**src/inc/system_reset_status_defines.vh**
```
// Constants of the reset cause, forced reset and write-once options block.
// Assumes a single bus clock of 125 MHz and an 8-bit register access port.
`ifndef SYSTEM_RESET_STATUS_DEFINES_VH
`define SYSTEM_RESET_STATUS_DEFINES_VH

// Register addresses on the local access port
`define ADDR_W 2
`define ADDR_RESET_CAUSE 2'h0
`define ADDR_DEBUG_FORCE 2'h1
`define ADDR_OPTIONS 2'h2

// Cause register bit positions
`define CAUSE_POWER_ON 7
`define CAUSE_PIN 6
`define CAUSE_WATCHDOG 5
`define CAUSE_ILLEGAL 4
`define CAUSE_CLOCK_GEN 2
`define CAUSE_LOW_VOLTAGE 1
`define CAUSE_POWER_ON_VALUE 8'h82
`define CAUSE_CLEAR_VALUE 8'h00

// Forced reset register
`define FORCE_RESET_BIT 0
`define FORCE_READ_VALUE 8'h00

// Options register fields
`define OPT_WATCHDOG_ENABLE 7
`define OPT_LONG_TIMEOUT 6
`define OPT_STOP_ALLOWED 5
`define OPT_DEBUG_PIN 1
`define OPT_RESET_VALUE 8'hc2
`define OPT_WRITE_MASK 8'he2

// Watchdog periods as powers of two of the bus clock
`define WDOG_LOG2_W 5
`define WDOG_SHORT_LOG2 5'h0d
`define WDOG_LONG_LOG2 5'h12

// Least hold time of a system reset
`define RESET_HOLD_NS 128
`define CLOCK_PERIOD_NS 8
`define RESET_HOLD_CYCLES ((`RESET_HOLD_NS + `CLOCK_PERIOD_NS - 1) / `CLOCK_PERIOD_NS)

`endif

```
**src/rtl/reset_hold_timer.v**
```verilog
// Holds a system reset for a minimum number of bus clocks.
// Assumes the load request is synchronous to the bus clock.
`include "system_reset_status_defines.vh"

module reset_hold_timer #(
  parameter HOLD_CYCLES = `RESET_HOLD_CYCLES,
  parameter CNT_W = 8
) (
  input wire mclk_in,
  input wire resetn_in,
  input wire load_in,
  output wire busy_out,
  output reg expire_out
);

  localparam [CNT_W-1:0] LOAD_VALUE = HOLD_CYCLES[CNT_W-1:0];
  localparam [CNT_W-1:0] ONE = {{(CNT_W-1){1'b0}}, 1'b1};

  reg [CNT_W-1:0] count_q;
  reg [CNT_W-1:0] count_d;

  // Reload while any source stays asserted, so a long pin pulse stretches it
  always @* begin
    count_d = count_q;
    if (load_in) begin
      count_d = LOAD_VALUE;
    end else if (count_q != {CNT_W{1'b0}}) begin
      count_d = count_q - ONE;
    end
  end

  // Counter and one-cycle expiry strobe
  always @(posedge mclk_in or negedge resetn_in) begin
    if (!resetn_in) begin
      count_q <= {CNT_W{1'b0}};
      expire_out <= 1'b0;
    end else begin
      count_q <= count_d;
      expire_out <= (count_q == ONE) && !load_in;
    end
  end

  assign busy_out = (count_q != {CNT_W{1'b0}});

endmodule // reset_hold_timer

```
**src/rtl/system_reset_status.v**
```verilog
// Reset cause capture, debug forced reset and write-once system options.
// Assumes resetn_in is the power-on reset; every other reset source is a
// synchronous request that this block turns into system_reset_out.
`include "system_reset_status_defines.vh"

module system_reset_status #(
  parameter HOLD_CYCLES = `RESET_HOLD_CYCLES,
  parameter HOLD_CNT_W = 8
) (
  input wire mclk_in,
  input wire resetn_in,
  // Register access port
  input wire [`ADDR_W-1:0] reg_addr_in,
  input wire reg_wr_in,
  input wire reg_rd_in,
  input wire [7:0] reg_wdata_in,
  input wire debug_access_in,
  output reg [7:0] reg_rdata_out,
  // Reset sources
  input wire ext_reset_n_in,
  input wire wdog_timeout_in,
  input wire illegal_opcode_in,
  input wire stop_exec_in,
  input wire background_exec_in,
  input wire background_mode_enable_in,
  input wire clock_generator_reset_in,
  input wire low_voltage_in,
  input wire low_voltage_detect_enable_in,
  input wire low_voltage_reset_enable_in,
  input wire low_voltage_stop_enable_in,
  input wire stop_mode_in,
  // Controls to the rest of the chip
  output reg system_reset_out,
  output reg wdog_restart_out,
  output reg stop_entry_out,
  output reg low_voltage_monitor_on_out,
  output reg watchdog_enable_out,
  output reg watchdog_long_timeout_out,
  output reg [`WDOG_LOG2_W-1:0] wdog_period_log2_out,
  output reg stop_allowed_out,
  output reg debug_pin_enable_out
);

  // Sequencer states
  localparam [1:0] ST_RUN = 2'h0;
  localparam [1:0] ST_HOLD = 2'h1;
  localparam [1:0] ST_RELEASE = 2'h2;

  reg [1:0] state_q;
  reg [1:0] state_d;
  reg [7:0] cause_q;
  reg [7:0] cause_d;
  reg [7:0] options_q;
  reg [7:0] options_d;
  reg options_written_q;
  reg options_written_d;
  reg force_q;
  reg force_d;

  wire hold_busy;
  wire hold_expire;

  // Address match, used by every register write decode; the read path decodes with a case
  function addr_hit;
    input [`ADDR_W-1:0] addr;
    input [`ADDR_W-1:0] target;
    begin
      addr_hit = (addr == target);
    end
  endfunction

  // Watchdog period exponent from the timeout option
  function [`WDOG_LOG2_W-1:0] wdog_log2;
    input long_sel;
    begin
      wdog_log2 = long_sel ? `WDOG_LONG_LOG2 : `WDOG_SHORT_LOG2;
    end
  endfunction

  // Register writes are ignored while a system reset is being held
  wire in_run = (state_q == ST_RUN);
  wire wr_cause = reg_wr_in && in_run && addr_hit(reg_addr_in, `ADDR_RESET_CAUSE);
  wire wr_force = reg_wr_in && in_run && addr_hit(reg_addr_in, `ADDR_DEBUG_FORCE);
  wire wr_options = reg_wr_in && in_run && addr_hit(reg_addr_in, `ADDR_OPTIONS);

  // Option fields as seen by the reset sources
  wire opt_wdog_en = options_q[`OPT_WATCHDOG_ENABLE];
  wire opt_stop_ok = options_q[`OPT_STOP_ALLOWED];

  // Detector is powered only when enabled, and in stop only if kept alive
  wire lv_monitor_on = low_voltage_detect_enable_in &&
                       (!stop_mode_in || low_voltage_stop_enable_in);

  // Individual reset requests
  wire src_pin = !ext_reset_n_in;
  wire src_wdog = wdog_timeout_in && opt_wdog_en;
  wire stop_illegal = stop_exec_in && !opt_stop_ok;
  wire background_instruction_illegal = background_exec_in && !background_mode_enable_in;
  wire src_illegal = illegal_opcode_in || stop_illegal || background_instruction_illegal;
  wire src_clock_gen = clock_generator_reset_in;
  wire src_low_voltage = low_voltage_in && lv_monitor_on &&
                         low_voltage_reset_enable_in;
  wire src_force = force_q;

  wire any_source = src_pin || src_wdog || src_illegal || src_clock_gen ||
                    src_low_voltage || src_force;

  // Cause byte for a reset taken now; bits 3 and 0 stay zero
  function [7:0] cause_byte;
    input pin;
    input wdog;
    input illegal_opcode_flag;
    input clkg;
    input lv;
    input por_prev;
    reg [7:0] v;
    begin
      v = `CAUSE_CLEAR_VALUE;
      v[`CAUSE_PIN] = pin;
      v[`CAUSE_WATCHDOG] = wdog;
      v[`CAUSE_ILLEGAL] = illegal_opcode_flag;
      v[`CAUSE_CLOCK_GEN] = clkg;
      v[`CAUSE_LOW_VOLTAGE] = lv;
      // Power-on flag survives only a low-voltage reset
      v[`CAUSE_POWER_ON] = lv & por_prev;
      cause_byte = v;
    end
  endfunction

  // Sequencer: run, hold the system in reset, then one release cycle
  always @* begin
    state_d = state_q;
    case (state_q)
      ST_RUN: begin
        if (any_source) begin
          state_d = ST_HOLD;
        end
      end
      ST_HOLD: begin
        if (!hold_busy && !any_source) begin
          state_d = ST_RELEASE;
        end
      end
      ST_RELEASE: begin
        state_d = any_source ? ST_HOLD : ST_RUN;
      end
      default: begin
        state_d = ST_RUN;
      end
    endcase
  end

  // Cause capture at the moment a reset is taken
  always @* begin
    cause_d = cause_q;
    if (in_run && any_source) begin
      // A forced reset adds no flag of its own, so alone it reads all clear
      cause_d = cause_byte(src_pin, src_wdog, src_illegal, src_clock_gen,
                           src_low_voltage, cause_q[`CAUSE_POWER_ON]);
    end
    // A write to this address never changes the flags
  end

  // Write-once options; every reset restores defaults and re-arms the write
  always @* begin
    options_d = options_q;
    options_written_d = options_written_q;
    if (in_run && any_source) begin
      options_d = `OPT_RESET_VALUE;
      options_written_d = 1'b0;
    end else if (wr_options && !options_written_q) begin
      options_d = reg_wdata_in & `OPT_WRITE_MASK;
      options_written_d = 1'b1;
    end
  end

  // Forced reset request: only a background debug write can set it
  always @* begin
    force_d = 1'b0;
    if (wr_force && debug_access_in && reg_wdata_in[`FORCE_RESET_BIT]) begin
      force_d = 1'b1;
    end
  end

  // State and register flops
  always @(posedge mclk_in or negedge resetn_in) begin
    if (!resetn_in) begin
      state_q <= ST_RUN;
      cause_q <= `CAUSE_POWER_ON_VALUE;
      options_q <= `OPT_RESET_VALUE;
      options_written_q <= 1'b0;
      force_q <= 1'b0;
    end else begin
      state_q <= state_d;
      cause_q <= cause_d;
      options_q <= options_d;
      options_written_q <= options_written_d;
      force_q <= force_d;
    end
  end

  // Minimum hold of the system reset, stretched by lingering sources
  reset_hold_timer #(
    .HOLD_CYCLES(HOLD_CYCLES),
    .CNT_W(HOLD_CNT_W)
  ) u_hold (
    .mclk_in(mclk_in),
    .resetn_in(resetn_in),
    .load_in(any_source),
    .busy_out(hold_busy),
    .expire_out()
  );

  // Read data, registered one cycle after the read strobe
  always @(posedge mclk_in or negedge resetn_in) begin
    if (!resetn_in) begin
      reg_rdata_out <= 8'h00;
    end else if (reg_rd_in) begin
      case (reg_addr_in)
        `ADDR_RESET_CAUSE: begin
          reg_rdata_out <= cause_q;
        end
        `ADDR_DEBUG_FORCE: begin
          reg_rdata_out <= `FORCE_READ_VALUE;
        end
        `ADDR_OPTIONS: begin
          reg_rdata_out <= options_q;
        end
        default: begin
          reg_rdata_out <= 8'h00;
        end
      endcase
    end
  end

  // Control outputs, all from flops; the watchdog pulse lasts one cycle
  always @(posedge mclk_in or negedge resetn_in) begin
    if (!resetn_in) begin
      system_reset_out <= 1'b1;
      wdog_restart_out <= 1'b0;
      stop_entry_out <= 1'b0;
      low_voltage_monitor_on_out <= 1'b0;
      watchdog_enable_out <= 1'b1;
      watchdog_long_timeout_out <= 1'b1;
      wdog_period_log2_out <= `WDOG_LONG_LOG2;
      stop_allowed_out <= 1'b0;
      debug_pin_enable_out <= 1'b1;
    end else begin
      // Released one cycle after the sequencer leaves the hold
      system_reset_out <= (state_d != ST_RUN);
      wdog_restart_out <= wr_cause;
      stop_entry_out <= stop_exec_in && opt_stop_ok && in_run;
      low_voltage_monitor_on_out <= lv_monitor_on;
      watchdog_enable_out <= options_d[`OPT_WATCHDOG_ENABLE];
      watchdog_long_timeout_out <= options_d[`OPT_LONG_TIMEOUT];
      wdog_period_log2_out <= wdog_log2(options_d[`OPT_LONG_TIMEOUT]);
      stop_allowed_out <= options_d[`OPT_STOP_ALLOWED];
      debug_pin_enable_out <= options_d[`OPT_DEBUG_PIN];
    end
  end

endmodule // system_reset_status

```
**config.mk**
```make
export PLATFORM = sky130hd
export DESIGN_NAME = system_reset_status
export DESIGN_NICKNAME = d
export VERILOG_FILES = /design/src/rtl/reset_hold_timer.v /design/src/rtl/system_reset_status.v
export VERILOG_INCLUDE_DIRS = /design/src /design/src/inc
export SDC_FILE = /design/constraint.sdc
export NUM_CORES = 1
export LEC_CHECK = 0
export ABC_CLOCK_PERIOD_IN_PS = 4100
export BUFFER_PORTS_ARGS = -buffer_cell sky130_fd_sc_hd__buf_2
export CAP_MARGIN = 30
export CELL_PAD_IN_SITES_DETAIL_PLACEMENT = 1
export CELL_PAD_IN_SITES_GLOBAL_PLACEMENT = 1
export CORE_MARGIN = 1
export CORE_UTILIZATION = 40
export DETAILED_ROUTE_END_ITERATION = 6
export PLACE_DENSITY = 0.88
export SYNTH_ARGS = -nofsm -noshare
export SYNTH_HDL_FRONTEND = slang
export SYNTH_SLANG_ARGS = --single-unit
```
**constraint.sdc**
```tcl
create_clock -name mclk_in -period 4.1 [get_ports mclk_in]
set_clock_uncertainty 0.2 [all_clocks]
set_input_delay 0 -clock mclk_in [delete_from_list [all_inputs] [get_ports mclk_in]]
set_output_delay 0 -clock mclk_in [all_outputs]
set_load 0.1 [all_outputs]
```
* After elaboration in Yosys (flattened, before gate mapping)
Cells that the tools add are included.
** Storage, ports and cells
- Bits in registers :: 47
- Input port bits :: 27
** Cells by class
- Add/subtract/negate cells :: 1
- Equality and inequality tests :: 4
- Muxes and demuxes :: 13
- Bitwise operators :: 1
- Reductions and logical operators :: 38
** Operators with widths (count)
- two-way mux 8 bit :: 4
- logical AND 1 bit :: 17
- case mux 8 bit (2 select lines) :: 1
- logical OR 1 bit :: 8
- nonzero test 8 bit :: 1
- subtractor 8 x 1 -> 8 bit (second input constant) :: 1
- logical NOT 1 bit :: 7
- case mux 2 bit (3 select lines) :: 1
- nonzero test 2 bit :: 3
- two-way mux 5 bit :: 1
- == test 2 x 1 -> 1 bit (second input constant) :: 2
- == test 2 bit (second input constant) :: 2
- logical NOT 2 bit :: 2
- two-way mux 1 bit :: 4
- two-way mux 2 bit :: 2
- AND 1 bit :: 1

* Logic depth before layout (Yosys ltp)
- Word-level depth :: 13
- Mapped depth :: 6

* Cells and area by module
Synthesis repeated with hierarchy kept, for this count alone.
** Unflattened totals
- Cell total of the unflattened synthesis :: 150
- Area, all modules :: 1654.1 µm²
** By module, submodules not included
- system_reset_status :: instances 1, cells each 96, area an instance 1142.3 µm², sequential area each 633.1 µm²
- reset_hold_timer :: instances 1, cells each 54, area an instance 511.7 µm², sequential area each 225.2 µm²

* Least setup slack after synthesis
No wires, ideal clock.
- Kind :: register to register
- Start :: register options_q[5]
- End :: register system_reset_out
- Library setup time :: 0.077 ns
- Data arrival time :: 2.053 ns
- Required time :: 3.823 ns
- Path slack :: 1.769 ns
- Stages on the path, launching flop included :: 6
- Path buffers :: 1
- Cell sequence :: dfrtp_1 inv_1 a221o_1 or3_4 buf_6 o21a_1
** Between the ends
- Cells in the longest elaborated chain, start to end :: 13
** Ends and longest elaborated chain
- start: declaration :: line system_reset_status.v:53 : reg [7:0] options_q;
- start signal: assignment :: line system_reset_status.v:190 : options_q <= `OPT_RESET_VALUE;
- start signal: assignment :: line system_reset_status.v:196 : options_q <= options_d;
- logical NOT 1 bit (*) :: line system_reset_status.v:97 : wire stop_illegal = stop_exec_in && !opt_stop_ok;
- logical AND 1 bit (*) :: line system_reset_status.v:97
- logical OR 1 bit (*) (2 in series) :: line system_reset_status.v:99 : wire src_illegal = illegal_opcode_in || stop_illegal || background_instruction_illegal;
- logical OR 1 bit (*) (3 in series) :: line system_reset_status.v:105 : wire any_source = src_pin || src_wdog || src_illegal || src_clock_gen ||
- logical OR 1 bit (*) :: line system_reset_status.v:106 : src_low_voltage || src_force;
- logical NOT 1 bit
- logical AND 1 bit :: line system_reset_status.v:140 : if (!hold_busy && !any_source) begin
- two-way mux 2 bit :: line system_reset_status.v:140
- case mux 2 bit (3 select lines) (*) :: line system_reset_status.v:133 : case (state_q)
- nonzero test 2 bit (*) :: line system_reset_status.v:250 : system_reset_out <= (state_d != ST_RUN);
- end signal: assignment :: line system_reset_status.v:250
- end: declaration :: line system_reset_status.v:33 : output reg system_reset_out,
Every way passes the cells marked *; elsewhere a longest branch is shown, timed or not.
A chain may end at the register's enable or synchronous reset.

* Final worst setup path
- Start :: register u_hold.count_q[0]
- End :: register u_hold.count_q[4]
** Between the ends
- Cells in the longest elaborated chain, start to end :: 3
** Ends and longest elaborated chain
- start: declaration :: line reset_hold_timer.v:19 : reg [CNT_W-1:0] count_q;
- start signal: assignment :: line reset_hold_timer.v:35 : count_q <= {CNT_W{1'b0}};
- start signal: assignment :: line reset_hold_timer.v:38 : count_q <= count_d;
- subtractor 8 x 1 -> 8 bit :: line reset_hold_timer.v:28 : count_d = count_q - ONE;
- two-way mux 8 bit :: line reset_hold_timer.v:27 : end else if (count_q != {CNT_W{1'b0}}) begin
- two-way mux 8 bit :: line reset_hold_timer.v:25 : if (load_in) begin
Parallel ways exist; a longest one is shown, timed or not. The select of a mux whose other input is x is not followed.

==> metrics.md <==
| Metric | Value |
|---|---|
| Num CTS Buffers | `5` |
| Initial antenna violation count | `0` |
| WP buf/inv | `1` |
| Leak | `1.007 nW` |
| Die height | `64.86 um` |
| Most common cell after layout, fill and taps aside | `buf_2` |
| RSZ-0062 raised after global routing | `no` |
| Worst VDD drop | `0.0001714 V` |
| Row count | `22` |
| Clock sink count | `34` |
| Vias per cell | `5.092` |
| R2R Setup Slk | `1.88 ns` |
| Clk slew on worst S/H paths | `0.06 ns` |
| Vias in the first global route | `1424` |
| Final hold vios | `1` |
| Max clock buf depth | `2` |
| Port bufs | `44` |
| FF-to-FF End | `u_hold.count_q[4]` |
| Total gr overflow | `0` |
| Hold WS | `-0.001013 ns` |
| CP startpoint | `u_hold.count_q[0]` |
| Syn_nets | `169` |
| Failing checks | `hold timing` |
| CP startpoint kind | `register` |
| Synth cell types | `41` |
| Fill count | `412` |
| Largest net degree at the start of global routing | `35` |
| Placed Area | `0.001804 sq mm` |
| Post-DP HPWL | `2.886 mm` |
| RePlAce Congestion | `0.7616` |
| CTS root buf | `clkbuf_8` |
| Depth of the worst register-to-register path | `6` |
| Final setup vio count | `0` |
| Drt pass-1 iters | `4` |
| Starting DRT DRC Count | `63` |
| Critical path data arrival time | `2.18 ns` |
| Dominant synthesized flop cell | `dfrtp_1` |
| R2R Path Start | `u_hold.count_q[0]` |
| CP Max Fanout | `9` |
| H-tree Lvls | `2` |
| Routed vias | `1273` |
| Hold-fix buffers, CTS | `18` |
| Avg Cell Area, Syn | `11.29 sq um` |
| Worst Hold Class | `in2reg` |
| Worst Tran Pin Value | `0.7792 ns` |
| Power per standard cell area | `344.1 mW/mm^2` |
| Most frequent cells in the layout | `44 x buf_2, 28 x dfrtp_1, 18 x dlygate4sd3_1` |
| Crit. End Element | `register` |
| Critical path depth | `6` |
| Post-Synthesis Cells | `140` |
| Post-CTS setup buffer count | `0` |
| Wirelength per Cell | `17.10 um` |
| Fraction of layout cells with a size suffix above 1 | `31.68%` |
| CTS tree | `yes` |
| Clock network power share | `33.1%` |
| Final TNS setup | `0 ns` |
| Max Cap Violations | `0` |
| Die Area | `0.004206 sq mm` |
| Post-cts sizing count | `0` |
| Post-route DRC | `0` |
| Post-Syn Area | `0.001580 sq mm` |
| Global-route wire length before repair | `7.189 mm` |
| Sequential fraction of design power | `49.8%` |
| IO Count | `48` |
| Final min period | `2.215 ns` |
| Crit path to | `u_hold.count_q[4]` |
| Die width | `64.86 um` |
| ANT nets after route | `0` |
| Outcome | `finished with violations` |
| Yosys Warn Count | `0` |
| GRT Overall Usage | `23.30%` |
| Max Clk Rate | `0.4514 GHz` |
| Most used cell along the critical path | `nor3b_1` |
| Critical Path RT | `4.07 ns` |
| Post-synth EDFFs | `0` |
| Crit share post-route | `54.03%` |
| Comb pwr share | `17.1%` |
| Skew-Pair Late Insertion Delay | `0.29 ns` |
| Rel. slew slack | `48.05%` |
| Sw frac | `29.29%` |
| Pins Over Slew Limit | `0` |
| Slowest-stage cell, CP | `nor3b_1` |
| Number of synthesized register bits | `34` |
| Final instance area | `0.002064 sq mm` |
| Post-synthesis sequential area ratio | `54.32%` |
| Antenna Cells | `0` |
| Nets@finish | `230` |
| Area grow syn2layout | `30.64%` |
| CP top delay family | `simple AND/OR/NAND/NOR gates` |
| Core Area | `0.003716 sq mm` |
| Final wirelength | `4.274 mm` |
| Internal Power | `0.0005023 W` |
| Kind of critical path | `reg2reg` |
| Critical-path cell list | `inv_1, ha_1, nor3b_1, nand2_2, nor3b_1, a211o_1` |
| Largest stage delay, worst path | `0.45 ns` |
| Ys async rst share | `100.0%` |
| Initial Utilization | `42.53%` |
| P_sw | `0.0002081 W` |
## state kept, by name (all words and copies together) (netlist names), 2 cells and up
signal	count
wdog_period_log2_out	2
options_q	3
u_hold.count_q	8
cause_q	6
reg_rdata_out	7
state_q	2
## how the worst min path moves through the flow
stage	start	endpoint	slack, ns	cells after the start
global placement	resetn_in	u_hold.count_q[5]	-0.10	1
global route	low_voltage_reset_enable_in	cause_q[7]	0.009	3
floorplan	resetn_in	cause_q[2]	-0.50	0
finish	low_voltage_reset_enable_in	cause_q[7]	-0.001	3
CTS	low_voltage_reset_enable_in	cause_q[7]	0.003	3
detailed placement	resetn_in	low_voltage_monitor_on_out	-0.09	1
## layout make-up
class                           count  area, sq um  share of cell area (%)
Tap cell                           48        60.06                   2.909
Clock buffer                        8        80.08                   3.879
Timing Repair Buffer               62        400.4                   19.39
Inverter                           13        48.80                   2.364
Sequential cell                    34        858.3                   41.58
Multi-Input combinational cell     85        616.8                   29.88
## logic make-up after synthesis
| group | after synthesis | synth area share [%] |
|---|---|---|
| AO/OA/AOI/OAI | 29 | 14.33 |
| XOR/XNOR | 3 | 1.663 |
| adder cells (fa/ha/maj) | 2 | 1.583 |
| buffers and inverters | 21 | 6.651 |
| flip-flops | 34 | 54.31 |
| multiplexers | 10 | 6.334 |
| AND/OR/NAND/NOR | 41 | 15.12 |
## synth_stat cells, drive strengths merged (2+ instances only)
cell type  number  area share [%]
buf             6             3.1
a22o            3             1.7
a211oi          4             2.2
ha              2             1.6
a21oi           6             1.9
clkbuf          2            0.48
dfrtp          28              44
xnor2           3             1.7
nand3           2            0.63
mux2i          10             6.3
nand2b          2            0.79
nand3b          2            0.95
nor4b           2             1.5
nor3b           2            0.95
nand2           9             2.3
or3             2             1.1
inv            13             3.1
and2            2            0.79
nor3            3            0.95
dfstp           6              10
o21a            4             1.9
o22ai           4             1.6
o21ai           2            0.63
nor2            9             2.1
## worst register-to-register path, stage by stage, from the launching register on
cell and delay (ns):
dfrtp_1 0.41, inv_1 0.11, ha_1 0.19, nor3b_1 0.45, nand2_2 0.25, nor3b_1 0.21
a211o_1 0.28
## routing by layer
layer	GRT usage, %	routed length (um)
met5	0	0
met4	9.167	86
met3	5.986	215
met2	40.89	2250
met1	26.82	1722
## through the flow
step	utilization, %	hold WS [ns]	power, W	setup WS, ns	instances
after global routing	55.56	0.008505	0.0007436	1.747	250
after detailed placement	48.55	-0.08814	0.0004684	1.936	224
after CTS	55.56	0.003126	0.0007118	1.901	250
after global placement	48.55	-0.1038	0.0004634	2.146	224
final	55.56	-0.001013	0.0007104	1.885	250
after floorplan	-	-0.4956	0.0004360	1.769	140
## power groups by stage
stage	Clock, W	Combinational [W]	Sequential (W)
after floorplan	0	0.0000337	0.000402
after global placement	0	0.000105	0.000358
after detailed placement	0	0.000109	0.000360
after CTS	0.000237	0.000121	0.000354
after global routing	0.000261	0.000128	0.000354
final	0.000235	0.000122	0.000354
Note: power is estimated with default switching activity, not from simulation.
